$ cat src/hdl/crc_pkg.sv
// Package for the cold-redundancy role controller
package crc_pkg;
  localparam logic [7:0] CRC_CMD_ROLE       = 8'hd0;
  localparam logic [7:0] CRC_ROLE_RESET     = 8'h00;
  localparam logic [7:0] CRC_ROLE_STD       = 8'h00;
  localparam logic [7:0] CRC_ROLE_ACTIVE    = 8'h01;
  localparam logic [7:0] CRC_ROLE_STBY1     = 8'h02;
  localparam logic [7:0] CRC_ROLE_STBY2     = 8'h03;
  localparam logic [7:0] CRC_ROLE_STBY3     = 8'h04;
  localparam logic [7:0] CRC_ROLE_ALWAYS    = 8'h05;
  localparam int         CRC_CLK_MHZ        = 10;
  localparam int         CRC_WAKE_MAX_US    = 100;
  localparam int         CRC_WAKE_MAX_CYC   = CRC_WAKE_MAX_US * CRC_CLK_MHZ;

  typedef enum logic [2:0] {
    CRC_M_STD, CRC_M_ACTIVE, CRC_M_STBY, CRC_M_ALWAYS
  } crc_mode_t;

  // Comparator results per standby position, already synchronous
  typedef struct packed {
    logic [2:0] aboveEnable;
    logic [2:0] belowDisable;
  } crc_share_t;

  // Register access port from the management-bus engine
  typedef struct packed {
    logic       wrEn;
    logic       rdEn;
    logic [7:0] cmd;
    logic [7:0] wrData;
  } crc_cmd_t;
endpackage

$ cat src/hdl/crc_cold_redundancy.sv
// Cold-redundancy role register, wake line drive and converter run control
`timescale 1ns/100ps
module crc_cold_redundancy
  import crc_pkg::*;
(
  input  wire logic       clk,          // 10 MHz clock
  input  wire logic       srst,         // Synchronous reset, active high
  input  crc_cmd_t        cmdIn,        // Management command access
  output logic      [7:0] rdData,       // Read data for role command
  output logic            rdValid,      // Read data valid pulse
  input  wire logic       faultIn,      // Internal fault
  input  wire logic       underVolt,    // Common output below limit
  input  wire logic       wakeIn,       // Shared wake line level
  output logic            wakeOut,      // Shared wake line drive value
  output logic            wakeOe,       // Shared wake line drive enable
  input  crc_share_t      shareIn,      // Load-share comparisons
  output logic            converterRunN // Converter off request, active low run
);
  // Role register and read-back
  logic [7:0] role_r, role_nxt;
  logic [7:0] rd_r, rd_nxt;
  logic       rdv_r, rdv_nxt;
  // Wake line edge history and drive
  logic       wakePrev_r, wakePrev_nxt;
  logic       wOut_r, wOut_nxt;
  logic       wOe_r, wOe_nxt;
  // Standby hysteresis and converter run
  logic       stbyOff_r, stbyOff_nxt;
  logic       runN_r, runN_nxt;
  // Decoded role and qualifiers
  crc_mode_t  mode;
  logic [1:0] pos;
  logic       fault;
  logic       wakeFall;
  logic       roleWr;
  logic       roleRd;
  logic       stbyRole;
  logic       loadHigh;
  logic       loadLow;

  // Only the role command is acted on; others pass by
  function automatic logic hitsRole(input logic strobe, input logic [7:0] code);
    hitsRole = strobe && (code == CRC_CMD_ROLE);
  endfunction

  crc_role_decode uDec (
    .roleByte (role_r),
    .mode     (mode),
    .position (pos)
  );

  assign fault    = faultIn | underVolt;
  assign wakeFall = wakePrev_r & ~wakeIn;
  assign roleWr   = hitsRole(cmdIn.wrEn, cmdIn.cmd);
  assign roleRd   = hitsRole(cmdIn.rdEn, cmdIn.cmd);
  assign stbyRole = (mode == CRC_M_STBY);
  assign loadHigh = shareIn.aboveEnable[pos];
  assign loadLow  = shareIn.belowDisable[pos];

  // Role register
  always_comb begin
    role_nxt = role_r;
    if (roleWr) begin
      role_nxt = cmdIn.wrData;
    end
    // Wake event wins over a simultaneous write
    if (wakeFall && stbyRole) begin
      role_nxt = CRC_ROLE_STD;
    end
  end

  always_ff @(posedge clk) begin
    if (srst) begin
      role_r <= CRC_ROLE_RESET;
    end else begin
      role_r <= role_nxt;
    end
  end

  // Read-back of the stored role byte
  always_comb begin
    rd_nxt  = rd_r;
    rdv_nxt = 1'b0;
    if (roleRd) begin
      rd_nxt  = role_r;
      rdv_nxt = 1'b1;
    end
  end

  always_ff @(posedge clk) begin
    if (srst) begin
      rd_r  <= 8'h00;
      rdv_r <= 1'b0;
    end else begin
      rd_r  <= rd_nxt;
      rdv_r <= rdv_nxt;
    end
  end

  // Wake line edge history and drive
  always_comb begin
    wakePrev_nxt = wakeIn;
    wOe_nxt      = fault | (mode == CRC_M_ACTIVE);
    wOut_nxt     = ~fault;
  end

  always_ff @(posedge clk) begin
    if (srst) begin
      wakePrev_r <= 1'b1;
      wOut_r     <= 1'b0;
      wOe_r      <= 1'b0;
    end else begin
      wakePrev_r <= wakePrev_nxt;
      wOut_r     <= wOut_nxt;
      wOe_r      <= wOe_nxt;
    end
  end

  // Standby hysteresis and converter run request
  always_comb begin
    stbyOff_nxt = stbyOff_r;
    if (loadHigh) begin
      stbyOff_nxt = 1'b0;
    end else if (loadLow) begin
      stbyOff_nxt = 1'b1;
    end
    // Sleep only while a healthy active unit holds wake high
    case (mode)
      CRC_M_STBY:   runN_nxt = wakeIn & stbyOff_nxt;
      CRC_M_ALWAYS: runN_nxt = wakeIn;
      default:      runN_nxt = 1'b0;
    endcase
  end

  always_ff @(posedge clk) begin
    if (srst) begin
      stbyOff_r <= 1'b0;
      runN_r    <= 1'b0;
    end else begin
      stbyOff_r <= stbyOff_nxt;
      runN_r    <= runN_nxt;
    end
  end

  assign converterRunN = runN_r;
  assign wakeOut       = wOut_r;
  assign wakeOe        = wOe_r;
  assign rdData        = rd_r;
  assign rdValid       = rdv_r;

  // Rule checks

  AST_FAULT_PULLS_LOW: assert property (@(posedge clk) disable iff (srst)
    fault |=> (wakeOe && !wakeOut)) else $error("fault did not pull wake low");
  AST_WAKE_LOW_RUNS: assert property (@(posedge clk) disable iff (srst)
    !wakeIn |=> !converterRunN) else $error("wake low but converter off");
  AST_WAKE_BOUND: assert property (@(posedge clk) disable iff (srst)
    $fell(wakeIn) |-> ##[0:2] !converterRunN) else $error("wake response too slow");
  AST_STD_ACTIVE_RUN: assert property (@(posedge clk) disable iff (srst)
    (mode == CRC_M_STD || mode == CRC_M_ACTIVE) |=> !converterRunN)
    else $error("redundant role converter off");
  AST_HEALTHY_STD_TRI: assert property (@(posedge clk) disable iff (srst)
    (!fault && mode != CRC_M_ACTIVE) |=> !wakeOe) else $error("healthy non-active drives wake");
  AST_ACTIVE_HIGH: assert property (@(posedge clk) disable iff (srst)
    (!fault && mode == CRC_M_ACTIVE) |=> (wakeOe && wakeOut)) else $error("active not high");
  AST_WAKE_RESETS_ROLE: assert property (@(posedge clk) disable iff (srst)
    (wakeFall && mode == CRC_M_STBY) |=> role_r == CRC_ROLE_STD) else $error("role not reset");
  AST_WRITE_TAKES: assert property (@(posedge clk) disable iff (srst)
    (cmdIn.wrEn && cmdIn.cmd == CRC_CMD_ROLE && !wakeFall) |=> role_r == $past(cmdIn.wrData))
    else $error("role write lost");
  AST_RESET_STD: assert property (@(posedge clk)
    srst |=> (role_r == CRC_ROLE_RESET && !converterRunN)) else $error("reset state wrong");
  AST_HYST_HOLD: assert property (@(posedge clk) disable iff (srst)
    (mode == CRC_M_STBY && !shareIn.aboveEnable[pos] && !shareIn.belowDisable[pos]
     && $stable(role_r)) |=> $stable(stbyOff_r)) else $error("hysteresis broken");

  // Wake line drive
  AST_UV_PULLS_LOW: assert property (@(posedge clk) disable iff (srst)
    underVolt |=> (wakeOe && !wakeOut)) else $error("undervoltage did not pull wake low");
  AST_ACTIVE_FAULT_LOW: assert property (@(posedge clk) disable iff (srst)
    (fault && mode == CRC_M_ACTIVE) |=> (wakeOe && !wakeOut))
    else $error("active unit fault not low");
  AST_RESET_DRIVE: assert property (@(posedge clk)
    srst |=> (!wakeOe && !wakeOut && !rdValid)) else $error("reset drive wrong");

  // Register access
  AST_READ_BACK: assert property (@(posedge clk) disable iff (srst)
    roleRd |=> (rdValid && rdData == $past(role_r))) else $error("role read-back wrong");
  AST_READ_PULSE: assert property (@(posedge clk) disable iff (srst)
    !roleRd |=> !rdValid) else $error("read valid without request");
  AST_READ_HOLDS: assert property (@(posedge clk) disable iff (srst)
    !roleRd |=> $stable(rdData)) else $error("read data changed unasked");
  AST_OTHER_CMD: assert property (@(posedge clk) disable iff (srst)
    (!roleWr && !(wakeFall && stbyRole)) |=> $stable(role_r))
    else $error("role changed unasked");

  // Role decode
  AST_DECODE_STBY: assert property (@(posedge clk) disable iff (srst)
    (role_r == CRC_ROLE_STBY1 || role_r == CRC_ROLE_STBY2 || role_r == CRC_ROLE_STBY3)
    |-> stbyRole) else $error("standby byte not decoded");
  AST_ALWAYS_SLEEPS: assert property (@(posedge clk) disable iff (srst)
    (role_r == CRC_ROLE_ALWAYS && wakeIn) |=> converterRunN)
    else $error("always standby ran");
  AST_ALWAYS_KEEPS: assert property (@(posedge clk) disable iff (srst)
    (role_r == CRC_ROLE_ALWAYS && !roleWr) |=> role_r == CRC_ROLE_ALWAYS)
    else $error("always standby role lost");

  // Converter run
  AST_LOAD_WAKES: assert property (@(posedge clk) disable iff (srst)
    (stbyRole && loadHigh) |=> !converterRunN)
    else $error("load above enable but off");
  AST_LOAD_SLEEPS: assert property (@(posedge clk) disable iff (srst)
    (stbyRole && wakeIn && !loadHigh && loadLow) |=> converterRunN)
    else $error("load below disable but on");
  AST_SLEEP_NEEDS_WAKE: assert property (@(posedge clk) disable iff (srst)
    converterRunN |-> $past(wakeIn)) else $error("asleep with wake low");

  COV_STBY_SLEEP: cover property (@(posedge clk) mode == CRC_M_STBY ##1 converterRunN);
  COV_WAKE_EVENT: cover property (@(posedge clk) wakeFall && mode == CRC_M_STBY);
  COV_ACTIVE_FAULT: cover property (@(posedge clk) mode == CRC_M_ACTIVE && fault);
  COV_ROLE_WRITE: cover property (@(posedge clk) roleWr);
  COV_ROLE_READ: cover property (@(posedge clk) roleRd ##1 rdValid);
endmodule

$ cat src/hdl/crc_role_decode.sv
// Role byte decoder: mode and standby position
`timescale 1ns/100ps
module crc_role_decode
  import crc_pkg::*;
(
  input  wire logic [7:0] roleByte,  // Current role byte
  output crc_mode_t       mode,      // Decoded role class
  output logic      [1:0] position   // Standby position index 0..2
);
  always_comb begin
    position = 2'd0;
    case (roleByte)
      CRC_ROLE_ACTIVE: mode = CRC_M_ACTIVE;
      CRC_ROLE_STBY1: begin
        mode     = CRC_M_STBY;
        position = 2'd0;
      end
      CRC_ROLE_STBY2: begin
        mode     = CRC_M_STBY;
        position = 2'd1;
      end
      CRC_ROLE_STBY3: begin
        mode     = CRC_M_STBY;
        position = 2'd2;
      end
      CRC_ROLE_ALWAYS: mode = CRC_M_ALWAYS;
      default: mode = CRC_M_STD;
    endcase
  end
endmodule

$ cat config.mk
export PLATFORM = sky130hd
export DESIGN_NAME = crc_cold_redundancy
export DESIGN_NICKNAME = d
export VERILOG_FILES = /design/src/hdl/crc_pkg.sv /design/src/hdl/crc_cold_redundancy.sv /design/src/hdl/crc_role_decode.sv
export SDC_FILE = /design/constraint.sdc
export NUM_CORES = 1
export LEC_CHECK = 0
export ABC_AREA = 1
export BUFFER_PORTS_ARGS = -buffer_cell sky130_fd_sc_hd__buf_2
export CORE_AREA = 10 10 64 66
export DETAILED_ROUTE_END_ITERATION = 6
export DIE_AREA = 0 0 74 76
export PLACE_DENSITY = 0.65
export SYNTH_ARGS = -nofsm -noshare
export SYNTH_HDL_FRONTEND = slang
export SYNTH_SLANG_ARGS = --single-unit
$ cat constraint.sdc
create_clock -name clk -period 1.3 [get_ports clk]
set_input_delay 0.065 -clock clk [delete_from_list [all_inputs] [get_ports clk]]
set_output_delay 0.065 -clock clk [all_outputs]
set_load 0.01 [all_outputs]
==> run_results.csv, run 1 <==
group,metric,value,unit
outcome,run_status,"complete, no violations",
critical_path,timing.critical_path.arrival,1.47,ns
power,static-leakage-power,0.713,nW
sta,fmax,0.828,GHz
critical_path,endpoint_kind,"flop",
sta,tightestPinTransition,0.329,ns
place,dp.final_hpwl,1.98,mm
cts,cts_inserted_buffers,3,
yosys,synth-compound-area-share,11.2,%
sta,timing.max_slew.rel_slack,78.0,%
yosys,netlist.top_cell.by_area,"sky130_fd_sc_hd__dfxtp_1",
final_layout,fillCellCount,296,
yosys,synthMuxAreaShare,0,%
hold_path,hp-class,"in2reg",
yosys,post_syn_area_per_cell,7.00,sq um
run,drv.max_cap_violation_count,0,
yosys,postSynth.asyncResetShare,0,%
final_layout,syn_to_final_growth,26.4,%
critical_path,timing.critical_path.slowest_stage_cell,"sky130_fd_sc_hd__dlygate4sd3_1",
grt,antenna_found_initial,0,
power,worst_ir_drop_vdd,529,uV
cts,max-clock-path-buffers,2,
yosys,yosys.area_share.simple,36.5,%
yosys,synth.top_cell.area_share,39.6,%
cts,cts.htree.levels,1,
grt,overflow,0,
place,place.port_buffers,40,
grt,number_of_global_route_vias_before_repair,1029,
floorplan,design.portCount,41,
place,post_dp_cell_area,0.00135,sq mm
floorplan,die-height,76,um
detailed_routing,routed_via_density,4.44,
yosys,mappedNetlistNets,188,
yosys,synth.yosys.seq_area_share,39.6,%
critical_path,crit_path_cell_trace,"dlygate4sd3_1 -> buf_2 -> nor3_1 -> dlygate4sd3_1",
critical_path,timing.critical_path.mode_cell,"sky130_fd_sc_hd__dlygate4sd3_1",
sta,period_needed,1.21,ns
final_layout,finish.utilization,48.1,%
yosys,synthFlopType,"sky130_fd_sc_hd__dfxtp_1",
grt,gr-usage-all-layers,9.42,%
yosys,synth_cell_types,19,
yosys,count_of_flip_flops_with_a_built_in_enable_after_synthesis,0,
sta,finalSetupTns,0,ns
detailed_routing,residual_antenna_violating_net_count_after_detailed_routing,0,
floorplan,core-area,0.00293,sq mm
final_layout,n_antenna_cell,0,
sta,report.final.setup_viol,0,
place,pre_cts_slack,0.0536,ns
sta,timing.final.crit_share,92.9,%
detailed_routing,totalWireLength,2.49,mm
floorplan,die-area,0.00562,sq mm
grt,grt_first_pass_wirelength,4.42,mm
cts,cts_tree,"done",
sta,hold_viol,0,
yosys,post_synth_instance_area,0.00111,sq mm
floorplan,die_width,74,um
yosys,ys_ff_latch,22,
critical_path,required,1.56,ns
yosys,main_combinational_cell_family_by_area_after_synthesis,"simple AND/OR/NAND/NOR gates",
cts,clkTransAtPathRegs,0.12,ns
yosys,synth_adder_area_share,0,%
critical_path,worst_r2r_path_depth,6,
critical_path,timing.critical_path.max_delay_family,"buffers and inverters",
hold_path,cell_depth_of_the_worst_hold_path,3,
critical_path,cp_slowest_stage_delay,0.57,ns
critical_path,critical_path_cell_count,4,
critical_path,worst-path-max-fanout,2,
final_layout,finalNetCount,234,
cts,cts_setup_buffers,0,
floorplan,placementRows,20,
detailed_routing,route.detailed.wl_per_inst,10.5,um
detailed_routing,detailedRoute.firstIterationViolations,45,
critical_path,kind_of_launch_point_of_the_worst_setup_path,"input pin",
yosys,synth_xor_area_share,0,%
grt,maximum_number_of_pins_on_one_net_before_global_route_repair,17,
yosys,ys.warnings.count,0,
yosys,synth.area.top_cells,"sky130_fd_sc_hd__dfxtp_1, sky130_fd_sc_hd__nand2_1, sky130_fd_sc_hd__inv_1",
critical_path,path_class,"in2reg",
sta,report.final.slew_viol_count,0,
detailed_routing,num_vias,1048,
power,total_power,1.11,mW
sta,timing.clock.skew,0.00134,ns
detailed_routing,route.detailed.drc,0,
cts,cts_root_buffer,"sky130_fd_sc_hd__clkbuf_4",
cts,worst_skew_pair.late_latency,0.31,ns
sta,finalWorstSetupSlack,0.0921,ns
power,powerDensity,791,mW/mm^2
detailed_routing,drt_pre_antenna_iters,4,
yosys,postSynthCellCount,159,
final_layout,post_route_cells_drive_above_1_share,32.5,%
critical_path,cp_num_buf_inv,3,
floorplan,initial_core_utilization,38.0,%
place,place.gp.congestion,0.808,
cts,clock_sink_count,22,
final_layout,final_area,0.00141,sq mm
## cells by family (layout without fill, tap and decap cells)
logic type,after synthesis,in the layout
simple gates,83,83
compound gates,19,19
buf+inv,35,79
flops,22,22
## path summary, 6_finish.rpt
kind,start,endpoint,slack [ns]
worst min register to register,rdData[5],rdData[5],0.47
worst max-delay path,faultIn,wakeOut,0.09
worst max register to register,role_r[3],role_r[4],0.12
worst min-delay path,underVolt,wakeOe,0.03
## cell usage after synthesis, types with 2 or more instances
library cell,number
sky130_fd_sc_hd__clkbuf_1,2
sky130_fd_sc_hd__nand4_1,10
sky130_fd_sc_hd__nor2_1,25
sky130_fd_sc_hd__nor2_8,2
sky130_fd_sc_hd__nor3_1,2
sky130_fd_sc_hd__dfxtp_1,22
sky130_fd_sc_hd__inv_2,2
sky130_fd_sc_hd__nand2_2,3
sky130_fd_sc_hd__nand2_1,35
sky130_fd_sc_hd__inv_1,28
sky130_fd_sc_hd__o21ai_2,8
sky130_fd_sc_hd__nand3_1,3
sky130_fd_sc_hd__a21oi_1,10
sky130_fd_sc_hd__buf_2,2
## per-layer routing
| metal | GRT usage [%] | vias up | wire (um) |
|---|---|---|---|
| met1 | 11.1 | 446 | 1110 |
| li1 | - | 580 | - |
| met3 | 3.26 | 4 | 155 |
| met4 | 3.92 | 0 | 30 |
| met2 | 14.8 | 18 | 1190 |
| met5 | 0 | - | 0 |
## registers in the layout (all words and copies together) (netlist names)
name / count
converterRunN: 1
wakeOut: 1
role_r: 8
stbyOff_r: 1
wakePrev_r: 1
rdData: 8
wakeOe: 1
rdValid: 1
## area by class of cell
type                    instances  area (sq um)  area share [%]
clock buffers                   3          22.5            1.60
repair buffers                 46           253            18.0
inverters                      30           113            8.00
well taps                      33          41.3            2.93
multi-input cells             102           537            38.1
flip-flops and latches         22           442            31.4
## worst min-delay path, cell delays in order
cell and delay, ns:
sky130_fd_sc_hd__buf_2 0.09, sky130_fd_sc_hd__nor2_1 0.04, sky130_fd_sc_hd__a21oi_1 0.12
## timing repair
action,4_1_cts,5_1_grt
gates resized for setup,0,3
endpoints found under the setup margin,0,8
endpoints found under the hold margin,2,0
hold buffers,3,0
## power breakdown
| part | switching, mW | internal, mW |
|---|---|---|
| clock network | 0.201 | 0.108 |
| registers | 0.00229 | 0.681 |
| logic | 0.0645 | 0.0574 |
## through the flow
stage,cells,hold WS [ns]
after floorplan,159,0.134
after global placement,230,0.244
after detailed placement,230,0.246
after CTS,236,0.0211
after global routing,236,0.0446
final,236,0.0322
## cell usage in the layout (no fill, tap or decap)
cell / instances
sky130_fd_sc_hd__nor2_2: 1
sky130_fd_sc_hd__buf_2: 40
sky130_fd_sc_hd__inv_1: 28
sky130_fd_sc_hd__nor2_1: 24
sky130_fd_sc_hd__dlygate4sd3_1: 3
sky130_fd_sc_hd__inv_2: 2
sky130_fd_sc_hd__o21ai_1: 1
sky130_fd_sc_hd__nand4_1: 10
sky130_fd_sc_hd__buf_4: 3
sky130_fd_sc_hd__and2_0: 1
sky130_fd_sc_hd__nand3_1: 3
sky130_fd_sc_hd__dfxtp_1: 21
sky130_fd_sc_hd__nand2_4: 1
sky130_fd_sc_hd__o21ai_2: 8
sky130_fd_sc_hd__nand2_1: 34
sky130_fd_sc_hd__nand2_2: 4
sky130_fd_sc_hd__nand3_4: 1
sky130_fd_sc_hd__nor2_8: 2
sky130_fd_sc_hd__dfxtp_2: 1
sky130_fd_sc_hd__a21oi_1: 10
sky130_fd_sc_hd__nor3_1: 2
sky130_fd_sc_hd__clkbuf_4: 3
No activity file was read; power rests on OpenSTA's default activity.
==> run 2, diff against run 1 <==
--- a/config.mk
+++ b/config.mk
@@ -10,6 +10,7 @@
 export CORE_AREA = 10 10 64 66
 export DETAILED_ROUTE_END_ITERATION = 6
 export DIE_AREA = 0 0 74 76
+export HOLD_SLACK_MARGIN = 0.15
 export PLACE_DENSITY = 0.65
 export SYNTH_ARGS = -nofsm -noshare
 export SYNTH_HDL_FRONTEND = slang
==> run 2 against run 1 <==
Clock skew hardly changed; highest routed layer unchanged; largest cell class unchanged; non-clock buffer count grew 16; sequential cell count stayed put; global-route usage up 0.85 points; via count rose by 7.4%.
==> run_results.csv, run 2 (synthesis results as in run 1) <==
group,metric,value,unit
sta,timing.max_slew.rel_slack,77.8,%
sta,timing.clock.skew,0.00118,ns
hold_path,hold_path_end,"stbyOff_r",
critical_path,timing.critical_path.arrival,1.47,ns
final_layout,final_common_cell,"sky130_fd_sc_hd__buf_2",
detailed_routing,route.detailed.drc,0,
sta,period_needed,1.27,ns
cts,cts_tree,"done",
sta,hold_viol,0,
sta,report.final.slew_viol_count,0,
floorplan,core-area,0.00293,sq mm
final_layout,finalNetCount,250,
floorplan,die-height,76,um
final_layout,layout.cells.most_common_list,"sky130_fd_sc_hd__buf_2, sky130_fd_sc_hd__nand2_1, sky130_fd_sc_hd__inv_1, sky130_fd_sc_hd__nor2_1, sky130_fd_sc_hd__dfxtp_1",
power,share_seq_of_total_power,59.2,%
critical_path,worst_r2r_endpoint,"role_r[4]",
critical_path,required,1.51,ns
sta,timing.final.crit_share,97.4,%
critical_path,worst_r2r_path_depth,6,
cts,max-clock-path-buffers,2,
critical_path,kind_of_launch_point_of_the_worst_setup_path,"input pin",
grt,grt_first_pass_wirelength,4.77,mm
power,powerDensity,735,mW/mm^2
cts,cts.htree.levels,1,
power,power_frac_clock,26.9,%
critical_path,path_class,"in2reg",
critical_path,endpoint_kind,"flop",
floorplan,design.portCount,41,
power,worst_ir_drop_vdd,531,uV
sta,tightestPinTransition,0.332,ns
grt,antenna_found_initial,0,
power,total_power,1.15,mW
run,drv.max_cap_violation_count,0,
detailed_routing,routed_via_density,4.47,
cts,clkTransAtPathRegs,0.12,ns
cts,clock_sink_count,22,
critical_path,ff2ff_setup_slack,0.12,ns
grt,overflow,0,
cts,cts_inserted_buffers,3,
floorplan,placementRows,20,
power,power.internal,0.878,mW
power,power.switching,0.275,mW
detailed_routing,detailedRoute.firstIterationViolations,47,
final_layout,syn_to_final_growth,41.0,%
hold_path,cell_depth_of_the_worst_hold_path,7,
critical_path,critical_r2r_launch,"role_r[3]",
grt,gr-usage-all-layers,10.3,%
outcome,run_status,"complete, no violations",
detailed_routing,num_vias,1126,
detailed_routing,drt_pre_antenna_iters,4,
floorplan,die_width,74,um
critical_path,worst-path-max-fanout,14,
floorplan,die-area,0.00562,sq mm
grt,maximum_number_of_pins_on_one_net_before_global_route_repair,17,
sta,fmax,0.790,GHz
place,place.gp.congestion,0.808,
place,dp_cells,230,
final_layout,final_non_filler_cells,252,
place,dp.final_hpwl,1.98,mm
final_layout,post_route_cells_drive_above_1_share,30.1,%
grt,number_of_global_route_vias_before_repair,1110,
cts,worst_skew_pair.late_latency,0.31,ns
hold_path,hp-class,"in2reg",
final_layout,n_antenna_cell,0,
detailed_routing,route.detailed.wl_per_inst,10.8,um
detailed_routing,residual_antenna_violating_net_count_after_detailed_routing,0,
hold_path,worstHoldStart,"shareIn[1]",
power,netSwitchingFraction,23.9,%
power,gate_power_share,13.9,%
power,static-leakage-power,0.780,nW
sta,report.final.setup_viol,0,
cts,cts_root_buffer,"sky130_fd_sc_hd__clkbuf_4",
place,place.port_buffers,40,
floorplan,initial_core_utilization,38.0,%
sta,timing.hold.ws,0.242,ns
detailed_routing,totalWireLength,2.73,mm
[run 2: cell types whose count changed in the layout (fill, tap and decap cells not counted), sizes merged]
cell         previous run  this run
dlygate4sd3             3        19
[run 2: worst max-delay path, cell delays in order]
cell                            delay [ns]
sky130_fd_sc_hd__dlygate4sd3_1        0.53
sky130_fd_sc_hd__buf_4                0.19
sky130_fd_sc_hd__inv_1                0.10
sky130_fd_sc_hd__nand2_1              0.05
sky130_fd_sc_hd__dlygate4sd3_1        0.54
[run 2: worst max-delay path by stage]
stage	startpoint	to	slack (ns)	depth (start not counted)
after floorplan	role_r[3]	role_r[0]	0.23	6
after global placement	role_r[3]	role_r[2]	0.11	6
after detailed placement	role_r[3]	role_r[4]	0.05	6
after CTS	role_r[3]	role_r[4]	0.03	6
after global routing	role_r[3]	role_r[3]	-0.03	6
final	srst	wakePrev_r	0.03	5
[run 2: per-layer routing]
metal  routed length, um  track usage [%]  up-vias
li1                    -                -      614
met1                1150             11.1      487
met2                1380             17.6       21
met3                 168             3.52        4
met4                  30             3.92        0
met5                   0                0        -
[run 2: cell type report]
cell class / count / area, sq um
Clock buffer: 3 / 22.5
Fill cell: 279 / 1360
Inverter: 30 / 113
Multi-Input combinational cell: 102 / 537
Sequential cell: 22 / 442
Tap cell: 33 / 41.3
Timing Repair Buffer: 62 / 415
[run 2: power by group through the flow]
stage,Sequential [mW],Clock (mW),Combinational [mW]
after CTS,0.683,0.320,0.159
after global placement,0.698,0,0.116
after global routing,0.684,0.340,0.180
after detailed placement,0.698,0,0.116
final,0.683,0.310,0.161
after floorplan,0.700,0,0.0584
[run 2: timing repair]
item | 4_1_cts | 5_1_grt
gates resized for setup | 0 | 5
endpoints found under the hold margin | 22 | 0
setup endpoints to repair | 0 | 10
setup buffers | 0 | 0
hold buffers | 19 | 0
[run 2: metrics by stage]
step	TNS, ns	instance area [sq um]	utilization (%)	setup WS, ns
after floorplan	0	1110	-	0.234
after global placement	0	1350	46.1	0.107
after detailed placement	0	1350	46.1	0.0536
after CTS	0	1560	53.3	0.0315
after global routing	-0.161	1570	53.6	-0.0258
final	0	1570	53.6	0.0338
==> run 3, diff against run 2 <==
--- a/config.mk
+++ b/config.mk
@@ -5,13 +5,12 @@
 export SDC_FILE = /design/constraint.sdc
 export NUM_CORES = 1
 export LEC_CHECK = 0
-export ABC_AREA = 1
 export BUFFER_PORTS_ARGS = -buffer_cell sky130_fd_sc_hd__buf_2
-export CORE_AREA = 10 10 64 66
+export CORE_AREA = 10 10 59 61
 export DETAILED_ROUTE_END_ITERATION = 6
-export DIE_AREA = 0 0 74 76
+export DIE_AREA = 0 0 69 71
 export HOLD_SLACK_MARGIN = 0.15
-export PLACE_DENSITY = 0.65
+export PLACE_DENSITY = 0.67
 export SYNTH_ARGS = -nofsm -noshare
 export SYNTH_HDL_FRONTEND = slang
 export SYNTH_SLANG_ARGS = --single-unit
==> run 3 against run 2 <==
Clock power is 18% higher; the run now ends with negative setup slack left; largest power group unchanged; hold slack worse by 0.068 ns; critical endpoint is now converterRunN; worst setup slack worse by 0.14 ns; via count is 26% lower; fmax is 10% lower; wire length is 13% lower; non-clock buffer count is 2 higher; core utilization is 5.5 points higher; die area is 13% lower.
==> run_results.csv, run 3 <==
group,metric,value,unit
outcome,run_status,"finished, violations left",
outcome,violations_in_the_final_reports,"negative setup slack",
critical_path,crit_start,"role_r[0]",
sta,tightestPinTransition,0.312,ns
cts,max-clock-path-buffers,2,
yosys,post_syn_area_per_cell,10.5,sq um
sta,timing.hold.ws,0.174,ns
detailed_routing,route.detailed.drc,0,
yosys,ys_ff_latch,22,
yosys,netlist.top_cell.by_area,"sky130_fd_sc_hd__dfxtp_1",
final_layout,final_common_cell,"sky130_fd_sc_hd__buf_2",
sta,fmax,0.709,GHz
yosys,count_of_flip_flops_with_a_built_in_enable_after_synthesis,0,
cts,clkTransAtPathRegs,0.12,ns
critical_path,crit_path_cell_trace,"or4b_4 -> o32ai_4 -> a2bb2oi_2 -> a21oi_2",
yosys,cell_with_the_most_instances_after_synthesis,"sky130_fd_sc_hd__dfxtp_1",
yosys,main_combinational_cell_family_by_area_after_synthesis,"simple AND/OR/NAND/NOR gates",
grt,overflow,0,
floorplan,core-area,0.00239,sq mm
critical_path,cp_slowest_stage_delay,0.55,ns
sta,finalWorstSetupSlack,-0.110,ns
final_layout,fillCellCount,213,
critical_path,endpoint_kind,"flop",
place,place.gp.congestion,0.817,
final_layout,multi_input_comb_area,482,sq um
final_layout,syn_to_final_growth,59.5,%
place,post_dp_cell_area,0.00121,sq mm
critical_path,kind_of_launch_point_of_the_worst_setup_path,"flop",
yosys,synthFlopType,"sky130_fd_sc_hd__dfxtp_1",
yosys,postSynthCellCount,84,
yosys,mappedNetlistNets,113,
power,static-leakage-power,0.751,nW
cts,clock_sink_count,22,
detailed_routing,residual_antenna_violating_net_count_after_detailed_routing,0,
detailed_routing,totalWireLength,2.38,mm
grt,maximum_number_of_pins_on_one_net_before_global_route_repair,16,
grt,grt_first_pass_wirelength,4.17,mm
detailed_routing,route.detailed.wl_per_inst,13.2,um
yosys,synth-compound-area-share,8.05,%
yosys,synthMuxAreaShare,18.1,%
floorplan,initial_core_utilization,37.1,%
critical_path,timing.critical_path.arrival,1.65,ns
floorplan,die-height,71,um
final_layout,n_antenna_cell,0,
cts,worst_skew_pair.late_latency,0.30,ns
sta,period_needed,1.41,ns
detailed_routing,detailedRoute.firstIterationViolations,23,
sta,timing.max_slew.rel_slack,79.0,%
yosys,synth.top_cell.area_share,49.7,%
floorplan,die-area,0.00490,sq mm
grt,gr-usage-all-layers,10.1,%
critical_path,timing.critical_path.max_delay_family,"simple AND/OR/NAND/NOR gates",
critical_path,ff2ff_setup_slack,-0.11,ns
final_layout,finish.utilization,59.2,%
critical_path,critical_r2r_launch,"role_r[0]",
sta,timing.final.crit_share,108,%
cts,cts_setup_buffers,0,
sta,hold_viol,0,
sta,timing.clock.skew,0.00751,ns
critical_path,cp_num_buf_inv,0,
grt,antenna_found_initial,0,
grt,number_of_global_route_vias_before_repair,893,
sta,rsz0062_at_grt,"yes",
power,worst_ir_drop_vdd,574,uV
detailed_routing,drt_pre_antenna_iters,4,
power,total_power,1.16,mW
final_layout,final_area,0.00141,sq mm
cts,cts_root_buffer,"sky130_fd_sc_hd__clkbuf_4",
final_layout,finalNetCount,180,
yosys,synth.area.top_cells,"sky130_fd_sc_hd__dfxtp_1, sky130_fd_sc_hd__mux2i_1, sky130_fd_sc_hd__nor2_1",
floorplan,die_width,69,um
hold_path,hp-class,"in2reg",
cts,cts_inserted_buffers,3,
place,place.port_buffers,40,
floorplan,placementRows,18,
critical_path,timing.critical_path.slowest_stage_cell,"sky130_fd_sc_hd__or4b_4",
hold_path,worstHoldStart,"shareIn[0]",
yosys,synth.yosys.seq_area_share,49.7,%
sta,report.final.slew_viol_count,0,
critical_path,worst-path-max-fanout,2,
yosys,ys.warnings.count,0,
cts,cts.htree.levels,1,
critical_path,required,1.54,ns
sta,report.final.setup_viol,2,
final_layout,post_route_cells_drive_above_1_share,47.3,%
final_layout,combined_flip_flop_and_latch_cell_area,444,sq um
cts,cts_tree,"done",
final_layout,layout.cells.most_common_list,"sky130_fd_sc_hd__buf_2, sky130_fd_sc_hd__nor2_1, sky130_fd_sc_hd__dfxtp_1, sky130_fd_sc_hd__mux2i_1, sky130_fd_sc_hd__buf_4",
yosys,post_synth_instance_area,886,sq um
detailed_routing,routed_via_density,4.63,
yosys,synth_xor_area_share,0.989,%
run,drv.max_cap_violation_count,0,
power,powerDensity,825,mW/mm^2
yosys,yosys.area_share.simple,22.2,%
yosys,synth_commonest_cells,"sky130_fd_sc_hd__dfxtp_1, sky130_fd_sc_hd__nor2_1, sky130_fd_sc_hd__mux2i_1",
place,dp.final_hpwl,1.87,mm
yosys,synth_adder_area_share,0,%
detailed_routing,num_vias,833,
yosys,postSynth.asyncResetShare,0,%
floorplan,design.portCount,41,
yosys,synth_cell_types,24,
critical_path,path_class,"reg2reg",
==> run 3: worst min-delay path, stage by stage <==
cell and delay, ns:
sky130_fd_sc_hd__buf_2 0.08, sky130_fd_sc_hd__o21bai_1 0.08, sky130_fd_sc_hd__a2bb2oi_2 0.14, sky130_fd_sc_hd__nor2_1 0.08
==> run 3: per-stage QoR <==
step / std cells / setup TNS, ns / setup WS [ns]
floorplan: 84 / -0.346 / -0.0764
global placement: 164 / -0.353 / -0.0814
detailed placement: 164 / -0.760 / -0.114
CTS: 181 / -0.317 / -0.122
global route: 180 / -0.329 / -0.166
finish: 180 / -0.206 / -0.110
==> run 3: routing by layer <==
| layer | part of all wire, % | GRT usage (%) | routed length, um | up-vias |
|---|---|---|---|---|
| met4 | 1.2 | 6.26 | 28 | 0 |
| met2 | 54 | 17.9 | 1290 | 18 |
| li1 | - | - | - | 428 |
| met3 | 3.9 | 2.23 | 92 | 2 |
| met1 | 41 | 10.7 | 971 | 385 |
| met5 | 0 | 0 | 0 | - |
==> run 3: worst paths after layout <==
check             cells past startpoint             to
setup / recovery                      4  converterRunN
hold / removal                        4      stbyOff_r
setup reg to reg                      4  converterRunN
hold reg to reg                       2      rdData[5]
==> run 3: logic make-up (layout without fill, tap and decap cells) <==
kind of cell    Yosys count  in the layout
compound gates            8              8
xor+xnor                  1              1
flops                    22             22
simple gates             35             35
mux                      16             16
buf+inv                   2             68
==> run 3: cell type report <==
class,instances,area share (%)
clock buffers,4,2.57
well taps,30,2.66
flip-flops and latches,22,31.4
multi-input cells,60,34.1
repair buffers,64,29.2
==> run 3: power breakdown <==
group | leakage, nW | total, mW | internal (mW) | switching [mW]
clock | 0.0210 | 0.365 | 0.171 | 0.195
sequential | 0.180 | 0.683 | 0.680 | 0.00231
combinational | 0.550 | 0.117 | 0.0735 | 0.0432
==> run 3: what timing repair did <==
action | in CTS | in global routing
pin swaps | 10 | 1
setup endpoints to repair | 10 | 12
hold endpoints to repair | 22 | 0
hold buffers | 13 | 0
gates resized for setup | 3 | 8
